### config.mk
export PLATFORM = sky130hd
export DESIGN_NAME = supply_supervisor_watchdog
export DESIGN_NICKNAME = d
export VERILOG_FILES = /design/src/supervisor_pkg.sv /design/src/sync2.sv /design/src/watchdog_core.sv /design/src/supply_supervisor_watchdog.sv
export VERILOG_INCLUDE_DIRS = /design/src
export SDC_FILE = /design/constraint.sdc
export NUM_CORES = 1
export LEC_CHECK = 0
export ABC_AREA = 1
export BUFFER_PORTS_ARGS = -buffer_cell sky130_fd_sc_hd__buf_4
export CAP_MARGIN = 15
export CORE_ASPECT_RATIO = 1.5
export CORE_UTILIZATION = 68
export CTS_CLUSTER_DIAMETER = 50
export DETAILED_ROUTE_END_ITERATION = 10
export PLACE_DENSITY = 0.88
export SYNTH_ARGS = -nofsm -noshare
export SYNTH_HDL_FRONTEND = slang
export SYNTH_SLANG_ARGS = --single-unit
### constraint.sdc
create_clock -name mclk -period 13.1 [get_ports mclk]
set_input_delay 2.62 -clock mclk [delete_from_list [all_inputs] [get_ports mclk]]
set_output_delay 2.62 -clock mclk [all_outputs]
set_load 0.05 [all_outputs]
### src/supervisor_consts.svh
`ifndef SUPERVISOR_CONSTS_SVH
`define SUPERVISOR_CONSTS_SVH

// system clock
`define CLK_PERIOD_NS 20
// reset stretch after last cause clears
`define STRETCH_MS 200
`define STRETCH_CYCLES ((`STRETCH_MS * 1000000) / `CLK_PERIOD_NS)
// nominal watchdog timeout
`define WD_TIMEOUT_MS 1600
`define WD_TIMEOUT_CYCLES ((`WD_TIMEOUT_MS * 1000000) / `CLK_PERIOD_NS)
// alternative timeout when timeout_select is capacitor-set
`define WD_ALT_TIMEOUT_MS 100
`define WD_ALT_TIMEOUT_CYCLES ((`WD_ALT_TIMEOUT_MS * 1000000) / `CLK_PERIOD_NS)
// watchdog pulse width
`define WD_PULSE_US 1700
`define WD_PULSE_CYCLES ((`WD_PULSE_US * 1000) / `CLK_PERIOD_NS)
// fault follows pulse fall
`define WD_FAULT_DELAY_NS 70
`define WD_FAULT_DELAY_CYCLES ((`WD_FAULT_DELAY_NS + `CLK_PERIOD_NS - 1) / `CLK_PERIOD_NS)
// minimum kick pulse
`define KICK_MIN_NS 100
`define KICK_MIN_CYCLES ((`KICK_MIN_NS + `CLK_PERIOD_NS - 1) / `CLK_PERIOD_NS)
// chip-enable grace after reset asserts
`define CE_GRACE_US 15
`define CE_GRACE_CYCLES ((`CE_GRACE_US * 1000) / `CLK_PERIOD_NS)
// counter width, holds the largest count
`define CNT_W 27

`endif

### src/supervisor_pkg.sv
package supervisor_pkg;
    // digitised comparator results
    typedef struct packed {
        logic mode_ext;
        logic int_low;
        logic int_reset;
        logic ext_low;
        logic ext_reset;
        logic manual_low;
        logic over_v;
        logic tsel_cap;
    } comp_t;

    // active-level watchdog outputs
    typedef struct packed {
        logic fault_n;
        logic pulse_n;
    } wd_out_t;

    typedef enum logic [1:0] {
        WD_RUN = 2'b00,
        WD_PULSE = 2'b01,
        WD_FAULT = 2'b10
    } wd_state_t;
endpackage

### src/sync2.sv
`timescale 1ns/1ps
module sync2 #(
    parameter int W = 8
) (
    // clock and reset
    input wire logic mclk,
    input wire logic sys_rst,
    // data
    input wire logic [W-1:0] async_in,
    output logic [W-1:0] sync_out
);
    logic [W-1:0] meta_q;

    always_ff @(posedge mclk or posedge sys_rst) begin
        if (sys_rst) begin
            meta_q <= '0;
            sync_out <= '0;
        end else begin
            meta_q <= async_in;
            sync_out <= meta_q;
        end
    end
endmodule // sync2

### src/watchdog_core.sv
`timescale 1ns/1ps
`include "supervisor_consts.svh"
module watchdog_core (
    // clock and reset
    input wire logic mclk,
    input wire logic sys_rst,
    // control
    input wire logic hold,
    input wire logic kick,
    input wire logic alt_period,
    // outputs
    output supervisor_pkg::wd_out_t wd
);
    import supervisor_pkg::*;

    localparam logic [`CNT_W-1:0] TO_NOM = `CNT_W'(`WD_TIMEOUT_CYCLES);
    localparam logic [`CNT_W-1:0] TO_ALT = `CNT_W'(`WD_ALT_TIMEOUT_CYCLES);
    localparam logic [`CNT_W-1:0] PULSE = `CNT_W'(`WD_PULSE_CYCLES);
    localparam logic [`CNT_W-1:0] FDLY = `CNT_W'(`WD_FAULT_DELAY_CYCLES);

    wd_state_t state_q;
    logic [`CNT_W-1:0] cnt_q;
    logic fault_q;
    logic [`CNT_W-1:0] limit;

    assign limit = alt_period ? TO_ALT : TO_NOM;

    always_ff @(posedge mclk or posedge sys_rst) begin
        if (sys_rst) begin
            state_q <= WD_RUN;
            cnt_q <= '0;
        end else if (hold) begin
            state_q <= WD_RUN;
            cnt_q <= '0;
        end else if (kick && state_q != WD_PULSE) begin
            state_q <= WD_RUN;
            cnt_q <= '0;
        end else begin
            unique case (state_q)
                WD_RUN: begin
                    if (cnt_q >= limit - 1'b1) begin
                        state_q <= WD_PULSE;
                        cnt_q <= '0;
                    end else begin
                        cnt_q <= cnt_q + 1'b1;
                    end
                end
                WD_PULSE: begin
                    if (cnt_q >= PULSE - 1'b1) begin
                        state_q <= WD_FAULT;
                        cnt_q <= '0;
                    end else begin
                        cnt_q <= cnt_q + 1'b1;
                    end
                end
                WD_FAULT: begin
                    // next timeout period runs while fault stays low
                    if (cnt_q >= limit - 1'b1) begin
                        state_q <= WD_PULSE;
                        cnt_q <= '0;
                    end else begin
                        cnt_q <= cnt_q + 1'b1;
                    end
                end
                default: begin
                    state_q <= WD_RUN;
                    cnt_q <= '0;
                end
            endcase
        end
    end

    // fault drops a short delay after pulse falls, clears on kick or hold;
    // timed from the pulse start so a kick from cnt_q == FDLY - 1 on in the pulse stays cleared
    always_ff @(posedge mclk or posedge sys_rst) begin
        if (sys_rst) begin
            fault_q <= 1'b0;
        end else if (hold || kick) begin
            fault_q <= 1'b0;
        end else if (state_q == WD_PULSE && cnt_q == FDLY - 1'b1) begin
            fault_q <= 1'b1;
        end
    end

    always_ff @(posedge mclk or posedge sys_rst) begin
        if (sys_rst) begin
            wd <= '{fault_n: 1'b1, pulse_n: 1'b1};
        end else begin
            wd.pulse_n <= !(state_q == WD_PULSE && !hold);
            wd.fault_n <= !(fault_q && !hold);
        end
    end
endmodule // watchdog_core

### src/supply_supervisor_watchdog.sv
`timescale 1ns/1ps
`include "supervisor_consts.svh"
module supply_supervisor_watchdog (
    // clock and reset
    input wire logic mclk,
    input wire logic sys_rst,
    // digitised comparator results, asynchronous
    input supervisor_pkg::comp_t comp_in,
    // processor kick line, asynchronous
    input wire logic watchdog_kick_in,
    // chip-enable path
    input wire logic chip_enable_in_n,
    output logic chip_enable_out_n,
    output logic chip_enable_in_oe,
    // supervisor outputs
    output logic supply_warning_n,
    output logic reset_out,
    output logic reset_out_n,
    output logic overvoltage_flag_n,
    output logic watchdog_fault_n,
    output logic watchdog_pulse_n
);
    import supervisor_pkg::*;

    localparam logic [`CNT_W-1:0] STRETCH = `CNT_W'(`STRETCH_CYCLES);
    localparam logic [`CNT_W-1:0] GRACE = `CNT_W'(`CE_GRACE_CYCLES);
    localparam logic [`CNT_W-1:0] KMIN = `CNT_W'(`KICK_MIN_CYCLES);

    comp_t comp_s;
    logic mode_ext_s;
    logic int_low_s;
    logic int_reset_s;
    logic ext_low_s;
    logic ext_reset_s;
    logic manual_low_s;
    logic over_v_s;
    logic tsel_cap_s;
    logic kick_s;
    logic ce_in_s;
    logic kick_prev_q;
    logic [`CNT_W-1:0] kwidth_q;
    logic kick_evt;
    logic supply_low;
    logic supply_low_q;
    logic supply_cause;
    logic warn_low;
    logic cause;
    logic [`CNT_W-1:0] stretch_q;
    logic stretch_done;
    logic rst_q;
    logic rst_prev_q;
    logic rst_rise;
    logic [`CNT_W-1:0] grace_q;
    logic grace_q_act;
    logic grace_start;
    logic gate_open;
    logic wd_hold;
    wd_out_t wd;

    // one two-flop stage per input, so an input can gain a filter
    // or move without disturbing the others
    sync2 #(.W(1)) u_sync_mode (
        .mclk(mclk),
        .sys_rst(sys_rst),
        .async_in(comp_in.mode_ext),
        .sync_out(mode_ext_s)
    );

    sync2 #(.W(1)) u_sync_int_low (
        .mclk(mclk),
        .sys_rst(sys_rst),
        .async_in(comp_in.int_low),
        .sync_out(int_low_s)
    );

    sync2 #(.W(1)) u_sync_int_reset (
        .mclk(mclk),
        .sys_rst(sys_rst),
        .async_in(comp_in.int_reset),
        .sync_out(int_reset_s)
    );

    sync2 #(.W(1)) u_sync_ext_low (
        .mclk(mclk),
        .sys_rst(sys_rst),
        .async_in(comp_in.ext_low),
        .sync_out(ext_low_s)
    );

    sync2 #(.W(1)) u_sync_ext_reset (
        .mclk(mclk),
        .sys_rst(sys_rst),
        .async_in(comp_in.ext_reset),
        .sync_out(ext_reset_s)
    );

    sync2 #(.W(1)) u_sync_manual (
        .mclk(mclk),
        .sys_rst(sys_rst),
        .async_in(comp_in.manual_low),
        .sync_out(manual_low_s)
    );

    sync2 #(.W(1)) u_sync_over_v (
        .mclk(mclk),
        .sys_rst(sys_rst),
        .async_in(comp_in.over_v),
        .sync_out(over_v_s)
    );

    sync2 #(.W(1)) u_sync_tsel (
        .mclk(mclk),
        .sys_rst(sys_rst),
        .async_in(comp_in.tsel_cap),
        .sync_out(tsel_cap_s)
    );

    sync2 #(.W(1)) u_sync_kick (
        .mclk(mclk),
        .sys_rst(sys_rst),
        .async_in(watchdog_kick_in),
        .sync_out(kick_s)
    );

    sync2 #(.W(1)) u_sync_ce_in (
        .mclk(mclk),
        .sys_rst(sys_rst),
        .async_in(chip_enable_in_n),
        .sync_out(ce_in_s)
    );

    // comparator results regrouped after synchronisation
    assign comp_s = '{
        mode_ext: mode_ext_s,
        int_low: int_low_s,
        int_reset: int_reset_s,
        ext_low: ext_low_s,
        ext_reset: ext_reset_s,
        manual_low: manual_low_s,
        over_v: over_v_s,
        tsel_cap: tsel_cap_s
    };

    // threshold mode select
    assign supply_low = comp_s.mode_ext ? comp_s.ext_reset : comp_s.int_reset;
    // internal warning threshold sits above reset, so it also covers reset
    assign warn_low = comp_s.mode_ext ? comp_s.ext_low
                                      : (comp_s.int_low | comp_s.int_reset);
    // internal mode: reset lags the warning one cycle, so the warning leads
    // even when both comparators trip in the same cycle
    assign supply_cause = comp_s.mode_ext ? supply_low : supply_low_q;
    assign cause = supply_cause | comp_s.manual_low;

    // warning output registered
    always_ff @(posedge mclk or posedge sys_rst) begin
        if (sys_rst) begin
            supply_warning_n <= 1'b1;
        end else begin
            supply_warning_n <= !warn_low;
        end
    end

    // delayed supply cause for the internal-mode ordering
    always_ff @(posedge mclk or posedge sys_rst) begin
        if (sys_rst) begin
            supply_low_q <= 1'b0;
        end else begin
            supply_low_q <= supply_low;
        end
    end

    assign stretch_done = rst_q && (stretch_q >= STRETCH - 1'b1);

    // stretch counter; runs only once every cause is gone
    always_ff @(posedge mclk or posedge sys_rst) begin
        if (sys_rst) begin
            stretch_q <= '0;
        end else if (cause) begin
            stretch_q <= '0;
        end else if (rst_q && !stretch_done) begin
            stretch_q <= stretch_q + 1'b1;
        end
    end

    // reset level: any cause sets it, a full stretch clears it
    always_ff @(posedge mclk or posedge sys_rst) begin
        if (sys_rst) begin
            rst_q <= 1'b1;
        end else if (cause) begin
            rst_q <= 1'b1;
        end else if (stretch_done) begin
            rst_q <= 1'b0;
        end
    end

    assign reset_out = rst_q;
    assign reset_out_n = !rst_q;

    // overvoltage flag, touches nothing else
    always_ff @(posedge mclk or posedge sys_rst) begin
        if (sys_rst) begin
            overvoltage_flag_n <= 1'b1;
        end else begin
            overvoltage_flag_n <= !comp_s.over_v;
        end
    end

    // kick line history
    always_ff @(posedge mclk or posedge sys_rst) begin
        if (sys_rst) begin
            kick_prev_q <= 1'b0;
        end else begin
            kick_prev_q <= kick_s;
        end
    end

    // kick: any edge, but an edge whose new level lasts less than the minimum is ignored
    always_ff @(posedge mclk or posedge sys_rst) begin
        if (sys_rst) begin
            kwidth_q <= '0;
        end else if (kick_s != kick_prev_q) begin
            kwidth_q <= '0;
        end else if (kwidth_q < KMIN) begin
            kwidth_q <= kwidth_q + 1'b1;
        end
    end

    // level held past the minimum after a change counts as a kick
    assign kick_evt = (kick_s == kick_prev_q) && (kwidth_q == KMIN - 1'b1);

    // watchdog sleeps through reset and through any low supply
    assign wd_hold = rst_q | supply_low;

    watchdog_core u_wd (
        .mclk(mclk),
        .sys_rst(sys_rst),
        .hold(wd_hold),
        .kick(kick_evt),
        .alt_period(comp_s.tsel_cap),
        .wd(wd)
    );

    assign watchdog_fault_n = wd.fault_n;
    assign watchdog_pulse_n = wd.pulse_n;

    // reset rising edge; reset value matches reset_out so no false edge
    always_ff @(posedge mclk or posedge sys_rst) begin
        if (sys_rst) begin
            rst_prev_q <= 1'b1;
        end else begin
            rst_prev_q <= rst_q;
        end
    end

    assign rst_rise = rst_q && !rst_prev_q;
    assign grace_start = rst_rise && !ce_in_s;

    // grace window lets a write in progress finish
    always_ff @(posedge mclk or posedge sys_rst) begin
        if (sys_rst) begin
            grace_q_act <= 1'b0;
        end else if (grace_start) begin
            grace_q_act <= 1'b1;
        end else if (grace_q_act && (ce_in_s || !rst_q || grace_q >= GRACE - 1'b1)) begin
            grace_q_act <= 1'b0;
        end
    end

    // grace length counter
    always_ff @(posedge mclk or posedge sys_rst) begin
        if (sys_rst) begin
            grace_q <= '0;
        end else if (grace_start) begin
            grace_q <= '0;
        end else if (grace_q_act) begin
            grace_q <= grace_q + 1'b1;
        end
    end

    // grace_start keeps the gate open in the cycle before grace_q_act rises
    assign gate_open = !rst_q || grace_q_act || grace_start;

    // disabled: output pulled high
    always_ff @(posedge mclk or posedge sys_rst) begin
        if (sys_rst) begin
            chip_enable_out_n <= 1'b1;
        end else begin
            chip_enable_out_n <= gate_open ? ce_in_s : 1'b1;
        end
    end

    // input never driven, so it floats whenever the gate is disabled
    assign chip_enable_in_oe = 1'b0;
endmodule // supply_supervisor_watchdog

# --- After elaboration in Yosys (flattened, before gate mapping) ---
# Cells that the tools add are included.
classes:
  addsub: 5
  n_lt_le_gt_ge: 5
  n_eq_ne: 9
  mux: 27
  n_bitwise: 3
  reduce_logical: 33
op_table:
  columns: ["op", "n"]
  rows:
  - ["$mux W27", 11]
  - ["$add A27 B1 Y27 const B", 4]
  - ["$pmux W27 S2", 1]
  - ["$eq A27 B2 Y1 const B", 1]
  - ["$eq A27 B3 Y1 const B", 1]
  - ["$ge A27 B10 Y1 const B", 1]
  - ["$ge A27 B17 Y1 const B", 1]
  - ["$ge A27 B24 Y1 const B", 1]
  - ["$ge A27 B27 Y1", 1]
  - ["$lt A27 B3 Y1 const B", 1]
  - ["$sub A27 B1 Y27 const B", 1]
  - ["$reduce_bool A2 Y1", 6]
  - ["$logic_and A1 B1 Y1", 10]
  - ["$mux W1", 10]
  - ["$logic_not A1 Y1", 9]
  - ["$mux W2", 4]
  - ["$ne A4 B1 Y1 const B", 2]
  - ["$logic_or A1 B1 Y1", 5]
  - ["$pmux W2 S2", 1]
  - ["$or A1 B1 Y1", 3]
  - ["$eq A2 B1 Y1 const B", 1]
  - ["$eq A2 B2 Y1 const B", 1]
  - ["$logic_not A2 Y1", 1]
  - ["$ne A2 B1 Y1 const B", 1]
  - ["other kinds (4)", 4]
totals:
  register_bits: 141
  inputBits: 12
  out_inout_bits: 8
  wordCells: 118

# --- Depth between registers and ports, before layout ---
# Gate-level depths: netlist (run 1).
logic_depth:
  word_depth: 7
  ltp_mapped: 14
  depth_no_buf: 13

# --- By module ---
# Synthesis (run 1) repeated with hierarchy kept, for this count alone.
unflattened:
  hier_cells: 1094
  hier_area_um2: 8150.3
by_module_without_submodules:
  columns: ["mod", "n_inst", "cells_each", "area_each_um2", "seq_area_each_um2"]
  rows:
  - ["supply_supervisor_watchdog", 1, 732, 5251.3, 2233.4]
  - ["watchdog_core", 1, 332, 2361.0, 803.3]
  - ["sync2", 10, 3, 53.8, 50.0]

# --- Worst setup path after synthesis (run 1) ---
# Ideal clock, no wire load.
synth_timing:
  path_kind: "reg-to-output"
  start: "register rst_q, in the netlist reset_out"
  end: "output reset_out_n"
  arrival_ns: 0.897
  t_required_ns: 10.480
  slack_ns: 9.583
  path_stages_with_launch: 2
  n_path_buf: 0
  path_cell_list: "dfstp_2 inv_2"
synth_between:
  elab_chain_cells: 1
synth_lines:
  columns: ["item", "line", "rtl"]
  rows:
  - ["start: declaration", "supply_supervisor_watchdog.sv:50", "logic rst_q;"]
  - ["start signal: assignment", "supply_supervisor_watchdog.sv:188", "rst_q <= 1'b1;"]
  - ["start signal: assignment", "supply_supervisor_watchdog.sv:190", "rst_q <= 1'b1;"]
  - ["start signal: assignment", "supply_supervisor_watchdog.sv:192", "rst_q <= 1'b0;"]
  - ["$logic_not A1 Y1", "supply_supervisor_watchdog.sv:197", "assign reset_out_n = !rst_q;"]
  - ["end: declaration", "supply_supervisor_watchdog.sv:18", "output logic reset_out_n,"]
# No other way between the ends.

# --- Worst setup path after layout (run 1) ---
# Same ends and word-level chain as after synthesis.

==> results of run 1 <==
## path summary, 6_finish.rpt
| path | startpoint | endpoint | slack [ns] |
|---|---|---|---|
| max | reset_out | reset_out_n | 9.18 |
| min | u_sync_over_v.meta_q | u_sync_over_v.sync_out | 0.35 |
| max reg2reg | u_sync_tsel.sync_out | u_wd.cnt_q[25] | 10.54 |
| min reg2reg | u_sync_over_v.meta_q | u_sync_over_v.sync_out | 0.35 |
| max in group asynchronous | sys_rst | u_wd.cnt_q[7] | 9.55 |
| min in group asynchronous | sys_rst | stretch_q[19] | 2.30 |
## worst max-delay path: stages, from the launching register on
cell     delay (ns)
dfstp_2        0.60
inv_2          0.08
buf_4          0.19
## metrics by stage
stage / power (W) / util, % / setup slack, ns / area [um2]
after global routing: 0.00101 / 77.2 / 9.17 / 8530
after floorplan: 0.000478 / - / 6.71 / 7740
after detailed placement: 0.000489 / 71.6 / 9.03 / 7920
final: 0.000985 / 77.2 / 9.18 / 8530
after CTS: 0.000987 / 77.2 / 9.19 / 8530
after global placement: 0.000487 / 71.6 / 9.05 / 7920
## logic make-up after synthesis
logic type / Yosys count
buf+inv: 163
flops: 141
other cells: 1
xor+xnor: 34
fa+ha+maj: 16
compound gates: 64
simple gates: 604
## sequential cells by signal, indices dropped and copies added (netlist names), 2 cells and up
| name | cells |
|---|---|
| grace_q | 27 |
| kwidth_q | 27 |
| stretch_q | 27 |
| u_wd.cnt_q | 27 |
| u_wd.state_q | 2 |
| u_wd.wd | 2 |
## metal layers
layer / track usage, % / vias to the layer above / wire length (um)
met4: 18.7 / 0 / 987
met5: 0 / - / 0
li1: - / 3293 / -
met3: 6.24 / 82 / 907
met2: 57.5 / 271 / 9520
met1: 37.7 / 3273 / 6830
## cells in the mapped netlist (5+ instances only)
cell,n
xor2_1,25
inv_1,125
nor2_1,194
o21ai_0,26
ha_1,16
nor4_1,9
nand4_1,24
dfrtp_1,134
inv_2,15
nand3_1,89
clkbuf_1,7
dfstp_2,7
xnor2_1,9
nand2_1,221
nor2_2,5
nand2_2,7
nor3_1,36
a21oi_1,21
## power by group through the flow
stage                     clock [W]  sequential [W]  combinational (W)
after floorplan                   0        0.000456          0.0000224
after global placement            0        0.000456          0.0000312
after detailed placement          0        0.000456          0.0000327
after CTS                  0.000506        0.000448          0.0000329
after global routing       0.000523        0.000449          0.0000372
final                      0.000504        0.000448          0.0000324
## final cells by class
class / instances / area, um2
sequential: 141 / 3540
timing repair buffer: 20 / 150
fill: 804 / 2520
tap: 147 / 184
multi-input combinational: 719 / 3500
inverter: 143 / 542
clock buffer: 17 / 425
clock inverter: 15 / 190
==> results.cfg, run 1 <==
[status]
status = complete, no violations

[final_layout]
layout_commonest_cell = nand2_1
antennaDiodeCount = 0
syn2layout_area_growth_pct = 10.3
drive_above_1_share_pct = 9.19
mostFrequentLayoutCells = nand2_1, nor2_1, dfrtp_1, inv_1, nand3_1
final_nets = 1070
final_cells = 1202

[sta]
max-slew-margin-rel_pct = 38.6
setup_viol = 0
skew_ns = 0.00998
final_max_slew_viol_count = 0
finalHoldViolCount = 0
fin_tns_setup_ns = 0
fmax_mhz = 255
holdWs_ns = 0.353
period_needed_ns = 3.92
worst_pin_slew_ns = 0.919
finalCritPeriodShare_pct = 29.9
rsz0062_at_grt = no

[clock_network]
insertion_delay_ns = 0.43
post_cts_resized = 0
cts_setup_buffers = 0
cts.clk_slew.worst_paths_ns = 0.06
hold_buffers = 0
clockBufferDepth = 2
cts_buffers = 17
cts_tree = done
cts.sinks = 141
cts-root-buf = clkbuf_16
htree_levels = 4

[logic_synthesis]
yosys.area.top_type = dfrtp_1
synth-simple-area-share_pct = 34.0
yosysWarnings = 0
async_flop_share_pct = 100
syn_avg_cell_area_um2 = 7.56
synth_seq_cells = 141
muxShareOfSynthArea_pct = 0
synth_edf_count = 0
yosysUniqueCellTypes = 45
syn_inst = 1023
yosysSeqAreaShare_pct = 45.7
synth_nets = 1051
synth_ff_type = dfrtp_1
netlist_area_mm2 = 0.00774
synth_xor_area_share_pct = 3.85
synth_top_area_share_pct = 43.3
synth-compound-area-share_pct = 4.64
synth_fa_ha_area_share_pct = 2.59
ys_top_cells_by_area = dfrtp_1, nand2_1, nor2_1
synth_top_family_by_area = simple AND/OR/NAND/NOR gates

[power]
irDropWorstVdd_uv = 111
leakage_nw = 3.99
power_density_mw_per_mm2 = 115
seqPwrFrac_pct = 45.5
p_sw_share_pct = 24.5
p_sw_w = 0.000242
power_frac_comb_pct = 3.3
power_frac_clock_pct = 51.2
internal_power_w = 0.000743

[placement]
dp.final_hpwl_um = 12100
post-place-cells = 1170
gp_congestion = 0.933
numPortBuffers = 18

[worst_setup_path]
cp-start-kind = flop
worstPathArrival_ns = 1.30
worstSetupEndpointType = primary output
crit_required_ns = 10.48
critPathKind = flop to primary output
cp_max_fo = 5
r2r_cells = 11

[floorplanning]
core_region_area_mm2 = 0.0111
die_w_um = 89.1
num_rows = 47
die_height_um = 133
io_pins = 20
initial_core_util_pct = 70.0
dieArea_mm2 = 0.0118

[routing]
drt-pass1-iter-count = 6
drt-wirelength-per-cell_um = 15.2
routed_via_density = 5.76
num_vias = 6919
drtIter0Drc = 603
drc = 0
ant_nets = 0
routed_wl_um = 18200

[global_route]
grt_pass1_vias = 6589
grt-ovfl-total = 0
grt_pass1_wl_um = 29800
grt.total_usage_pct = 33.3
antenna_found_initial = 0
grt_max_degree = 79

[flow_run]
maxCapViolations = 0

[worst_hold_path]
min_path_cells = 0
hold_class = flop to flop
No activity file was read; power rests on OpenSTA's default activity.
==> run 2: changes to the inputs <==
- ABC_AREA: 1 -> 0
- CORE_UTILIZATION: 68 -> 56
- PLACE_DENSITY: 0.88 -> 0.78
- clock period: 13.1 -> 3.5 ns (I/O delays scaled with it)
==> results.cfg, run 2 <==
[placement]
place_area_mm2 = 0.00682
place_ws_ns = 0.923
numPortBuffers = 18
gp_congestion = 0.855
dp.final_hpwl_um = 8500

[clock_network]
cts.sinks = 141
insertion_delay_ns = 0.42
clockBufferDepth = 2
post_cts_resized = 0
cts-root-buf = clkbuf_16
cts.clk_slew.worst_paths_ns = 0.06
htree_levels = 4
cts_tree = done
hold_buffers = 0
cts_buffers = 17
cts_setup_buffers = 0

[sta]
fmax_mhz = 386
final_max_slew_viol_count = 0
fin_tns_setup_ns = 0
period_needed_ns = 2.59
worst_pin_slew_ns = 0.968
rsz0062_at_grt = no
layout_setup_ws_ns = 0.911
finalCritPeriodShare_pct = 74.0
finalHoldViolCount = 0
skew_ns = 0.00676
setup_viol = 0
max-slew-margin-rel_pct = 35.5

[power]
power_density_mw_per_mm2 = 484
leakage_nw = 3.21
irDropWorstVdd_uv = 389

[global_route]
grt_max_degree = 80
grt.total_usage_pct = 23.1
grt_pass1_wl_um = 22500
grt-ovfl-total = 0
grt_pass1_vias = 4879
antenna_found_initial = 0

[floorplanning]
die_w_um = 90.1
io_pins = 20
initial_core_util_pct = 58.4
num_rows = 47
core_region_area_mm2 = 0.0112
dieArea_mm2 = 0.0121
die_height_um = 134

[final_layout]
antennaDiodeCount = 0
drive_above_1_share_pct = 11.8
final_nets = 691
syn2layout_area_growth_pct = 13.3
final_area_mm2 = 0.00739
mostFrequentLayoutCells = dfrtp_1, nor2_1, nand2_1, a21oi_1, nand3_1
layout_commonest_cell = dfrtp_1

[logic_synthesis]
yosysWarnings = 0
yosysSeqAreaShare_pct = 54.2
netlist_area_mm2 = 0.00653
yosysUniqueCellTypes = 60
synth_edf_count = 0
synth_top_area_share_pct = 51.4
syn_inst = 637
synth_most_common_cell = dfrtp_1
ys_top_cells_by_area = dfrtp_1, nor2_1, xor2_1
synth_ff_type = dfrtp_1
yosys.area.top_type = dfrtp_1
synth_top_cells_by_count = dfrtp_1, nor2_1, nand2_1
syn_avg_cell_area_um2 = 10.2
synth_nets = 665
async_flop_share_pct = 100
synth_seq_cells = 141

[routing]
routed_wl_um = 12800
drt-pass1-iter-count = 4
ant_nets = 0
routed_via_density = 5.89
num_vias = 4846
drtIter0Drc = 288
drt-wirelength-per-cell_um = 15.6
drc = 0

[worst_setup_path]
cp-start-kind = flop
slowest_stage = o21ai_2
crit_required_ns = 3.84
cp_slowest_stage_delay_ns = 0.72
worstSetupEndpointType = flop
worstPathArrival_ns = 2.93
critPathKind = flop to flop
cp_cell_sequence = or3_1 -> nor4_4 -> a21boi_2 -> o21ai_2 -> o21ai_0 -> a21oi_1
cp_max_fo = 26

[worst_hold_path]
hold_class = flop to flop

[flow_run]
maxCapViolations = 0

[status]
status = complete, no violations
run 2: cell families (layout without fill, tap and decap cells):
group / Yosys count / after routing / synth area share (%)
simple gates: 298 / 298 / 24.2
flops: 141 / 141 / 54.2
compound gates: 92 / 92 / 8.86
xor+xnor: 52 / 52 / 6.98
buf+inv: 35 / 74 / 2.34
fa+ha+maj: 16 / 16 / 3.07
mux: 2 / 2 / 0.326
other cells: 1 / 1 / 0.0575
run 2: worst paths after layout:
path                       slack, ns               startpoint  cells past startpoint                        end
min in group asynchronous       0.53                  sys_rst                      3         u_sync_kick.meta_q
setup / recovery                0.91            stretch_q[18]                      6              stretch_q[18]
setup reg to reg                0.91            stretch_q[18]                      6              stretch_q[18]
max in group asynchronous       2.26                  sys_rst                      3                grace_q[17]
hold / removal                  0.35  u_sync_int_reset.meta_q                      0  u_sync_int_reset.sync_out
hold reg to reg                 0.35  u_sync_int_reset.meta_q                      0  u_sync_int_reset.sync_out
run 2: final cells by class:
cell class              count  area [um2]
fillers                   875        3780
flip-flops and latches    141        3540
multi-input cells         461        2840
clock buffers              18         439
repair buffers             25         188
well taps                 147         184
clock inverters            14         135
inverters                  17        67.6
run 2: critical path, delay by kind of cell (launching register included):
| family | cells | cell delay, ns |
|---|---|---|
| flip-flops | 1 | 0.42 |
| AO/OA/AOI/OAI | 4 | 1.25 |
| AND/OR/NAND/NOR | 2 | 0.83 |
run 2: stage by stage:
step           std cells  hold slack, ns  total power [W]  util (%)
2_1_floorplan        637           0.331          0.00183         -
3_3_place_gp         791           0.334          0.00187      61.0
3_5_place_dp         791           0.335          0.00187      61.0
4_1_cts              823           0.348          0.00360      66.1
5_1_grt              823           0.358          0.00369      66.1
6_report             823           0.347          0.00357      66.1
run 2: where the power goes:
part | switching (W) | internal [W] | leakage (nW) | total (W)
Clock | 0.000720 | 0.00101 | 0.270 | 0.00173
Sequential | 0.0000380 | 0.00167 | 1.89 | 0.00170
Combinational | 0.0000923 | 0.0000496 | 1.05 | 0.000142
Total | 0.000850 | 0.00272 | 3.21 | 0.00357
run 2: layer usage:
metal,GRT usage [%],part of all wire (%),routed length [um]
met5,0,0,0
met2,41.1,53,6800
met4,9.77,2.2,278
met1,27.1,42,5390
met3,4.65,2.8,364
==> run 3: changes to the inputs <==
- ABC_AREA: 0 -> 1
- CORE_UTILIZATION: 56 -> 57
- PLACE_DENSITY: 0.78 -> 0.79
- clock period: 3.5 -> 2.3 ns (I/O delays scaled with it)
==> results.cfg, run 3 (synthesized netlist as in run 1, its figures left out) <==
[status]
status = complete, no violations

[worst_setup_path]
worstPathArrival_ns = 2.41
critPathKind = flop to flop
r2r_cells = 10
cp-start-kind = flop
critPathTopFamily = simple AND/OR/NAND/NOR gates
cp_slowest_stage_delay_ns = 0.48
worstSetupEndpointType = flop
r2r_end = u_wd.cnt_q[24]
regToRegStartpoint = u_sync_tsel.sync_out
crit_required_ns = 2.58
ff2ff_setup_slack_ns = 0.18
cp_max_fo = 13
cp_cell_sequence = ha_1 -> nand2_1 -> nor2_1 -> nand2_1 -> nor2_1 -> nand2_1 -> nand3_2 -> nor2_4 -> nor2_4 -> nor2_1
cp_num_buf_inv = 0
slowest_stage = dfrtp_2

[floorplanning]
io_pins = 20
initial_core_util_pct = 59.1
die_height_um = 145
die_w_um = 97.1
core_region_area_mm2 = 0.0131
dieArea_mm2 = 0.0141
num_rows = 51

[routing]
drtIter0Drc = 378
drc = 0
routed_wl_um = 17500
num_vias = 6707
routed_via_density = 5.46
drt-wirelength-per-cell_um = 14.2
drt-pass1-iter-count = 5
ant_nets = 0

[global_route]
grt_pass1_wl_um = 29500
grt_max_degree = 43
grt.total_usage_pct = 26.7
grt_pass1_vias = 6479
antenna_found_initial = 0
grt-ovfl-total = 0

[power]
irDropWorstVdd_uv = 450
power_density_mw_per_mm2 = 613
leakage_nw = 4.05
p_total_w = 0.00532

[final_layout]
final_util_pct = 66.3
regArea_mm2 = 0.00354
layout_commonest_cell = nand2_1
final_nets = 1085
mostFrequentLayoutCells = nand2_1, nor2_1, dfrtp_1, inv_1, nand3_1
multi_input_area_mm2 = 0.00353
syn2layout_area_growth_pct = 12.1
antennaDiodeCount = 0
final_cells = 1229
fill_cells = 1082
drive_above_1_share_pct = 10.7

[clock_network]
cts.clk_slew.worst_paths_ns = 0.07
cts.sinks = 141
htree_levels = 4
clockBufferDepth = 2
insertion_delay_ns = 0.42
cts_buffers = 17
cts-root-buf = clkbuf_16
cts_tree = done

[placement]
post-place-cells = 1195
gp_congestion = 0.986
dp.final_hpwl_um = 12500
place_ws_ns = -0.151
numPortBuffers = 18

[sta]
fmax_mhz = 471
final_max_slew_viol_count = 0
layout_setup_ws_ns = 0.178
finalCritPeriodShare_pct = 92.3
finalHoldViolCount = 0
max-slew-margin-rel_pct = 51.0
worst_pin_slew_ns = 0.735
setup_viol = 0
skew_ns = 0.0154
fin_tns_setup_ns = 0
rsz0062_at_grt = no
period_needed_ns = 2.12

[worst_hold_path]
hold_class = input port to async pin

[flow_run]
maxCapViolations = 0
==> run 3: timing repair <==
action	CTS	global route
pin swaps	1	2
gates cloned	1	0
setup endpoints to repair	25	26
gates resized for setup	2	3
hold buffers	0	0
setup buffers	0	1
==> run 3: power by group <==
group          internal, W  switching, W  total [W]
sequential         0.00252     0.0000324    0.00255
clock              0.00146       0.00111    0.00257
combinational    0.0000599      0.000134   0.000194
total              0.00404       0.00128    0.00532
==> run 3: worst max path at each step <==
| stage | end | depth (start not counted) | from |
|---|---|---|---|
| 3_3_place_gp | u_wd.cnt_q[25] | 11 | u_sync_tsel.sync_out |
| 3_5_place_dp | u_wd.cnt_q[21] | 11 | u_sync_tsel.sync_out |
| 5_1_grt | u_wd.cnt_q[11] | 14 | u_sync_tsel.sync_out |
| 2_1_floorplan | grace_q[0] | 1 | sys_rst |
| 6_report | u_wd.cnt_q[24] | 10 | u_sync_tsel.sync_out |
| 4_1_cts | u_wd.cnt_q[24] | 11 | u_sync_tsel.sync_out |
==> run 3: layout make-up <==
cell class / count / share of cell area, %
sequential: 141 / 40.8
multi-input combinational: 720 / 40.7
inverter: 143 / 6.23
clock buffer: 19 / 5.22
timing repair buffer: 34 / 3.52
tap: 159 / 2.29
clock inverter: 13 / 1.27
==> run 3: metrics by stage <==
stage	hold WS, ns	instance area (um2)
3_3_place_gp	0.331	8070
2_1_floorplan	0.331	7740
5_1_grt	0.112	8670
6_report	0.0944	8670
3_5_place_dp	0.335	8070
4_1_cts	0.0903	8640
==> run 3: worst register-to-register path: cells and delay by family (launching register included) <==
family / cells / cell delay, ns
adders and majority gates: 1 / 0.35
and+or+nand+nor: 9 / 1.17
DFF: 1 / 0.48
==> run 3: metal layers <==
metal | GRT usage, % | vias to the layer above | part of all wire (%) | routed length, um
li1 | - | 3317 | - | -
met1 | 30.0 | 3160 | 40 | 6950
met2 | 47.9 | 176 | 52 | 9140
met3 | 5.28 | 54 | 3.8 | 669
met4 | 14.2 | 0 | 4.0 | 697
met5 | 0 | - | 0 | 0
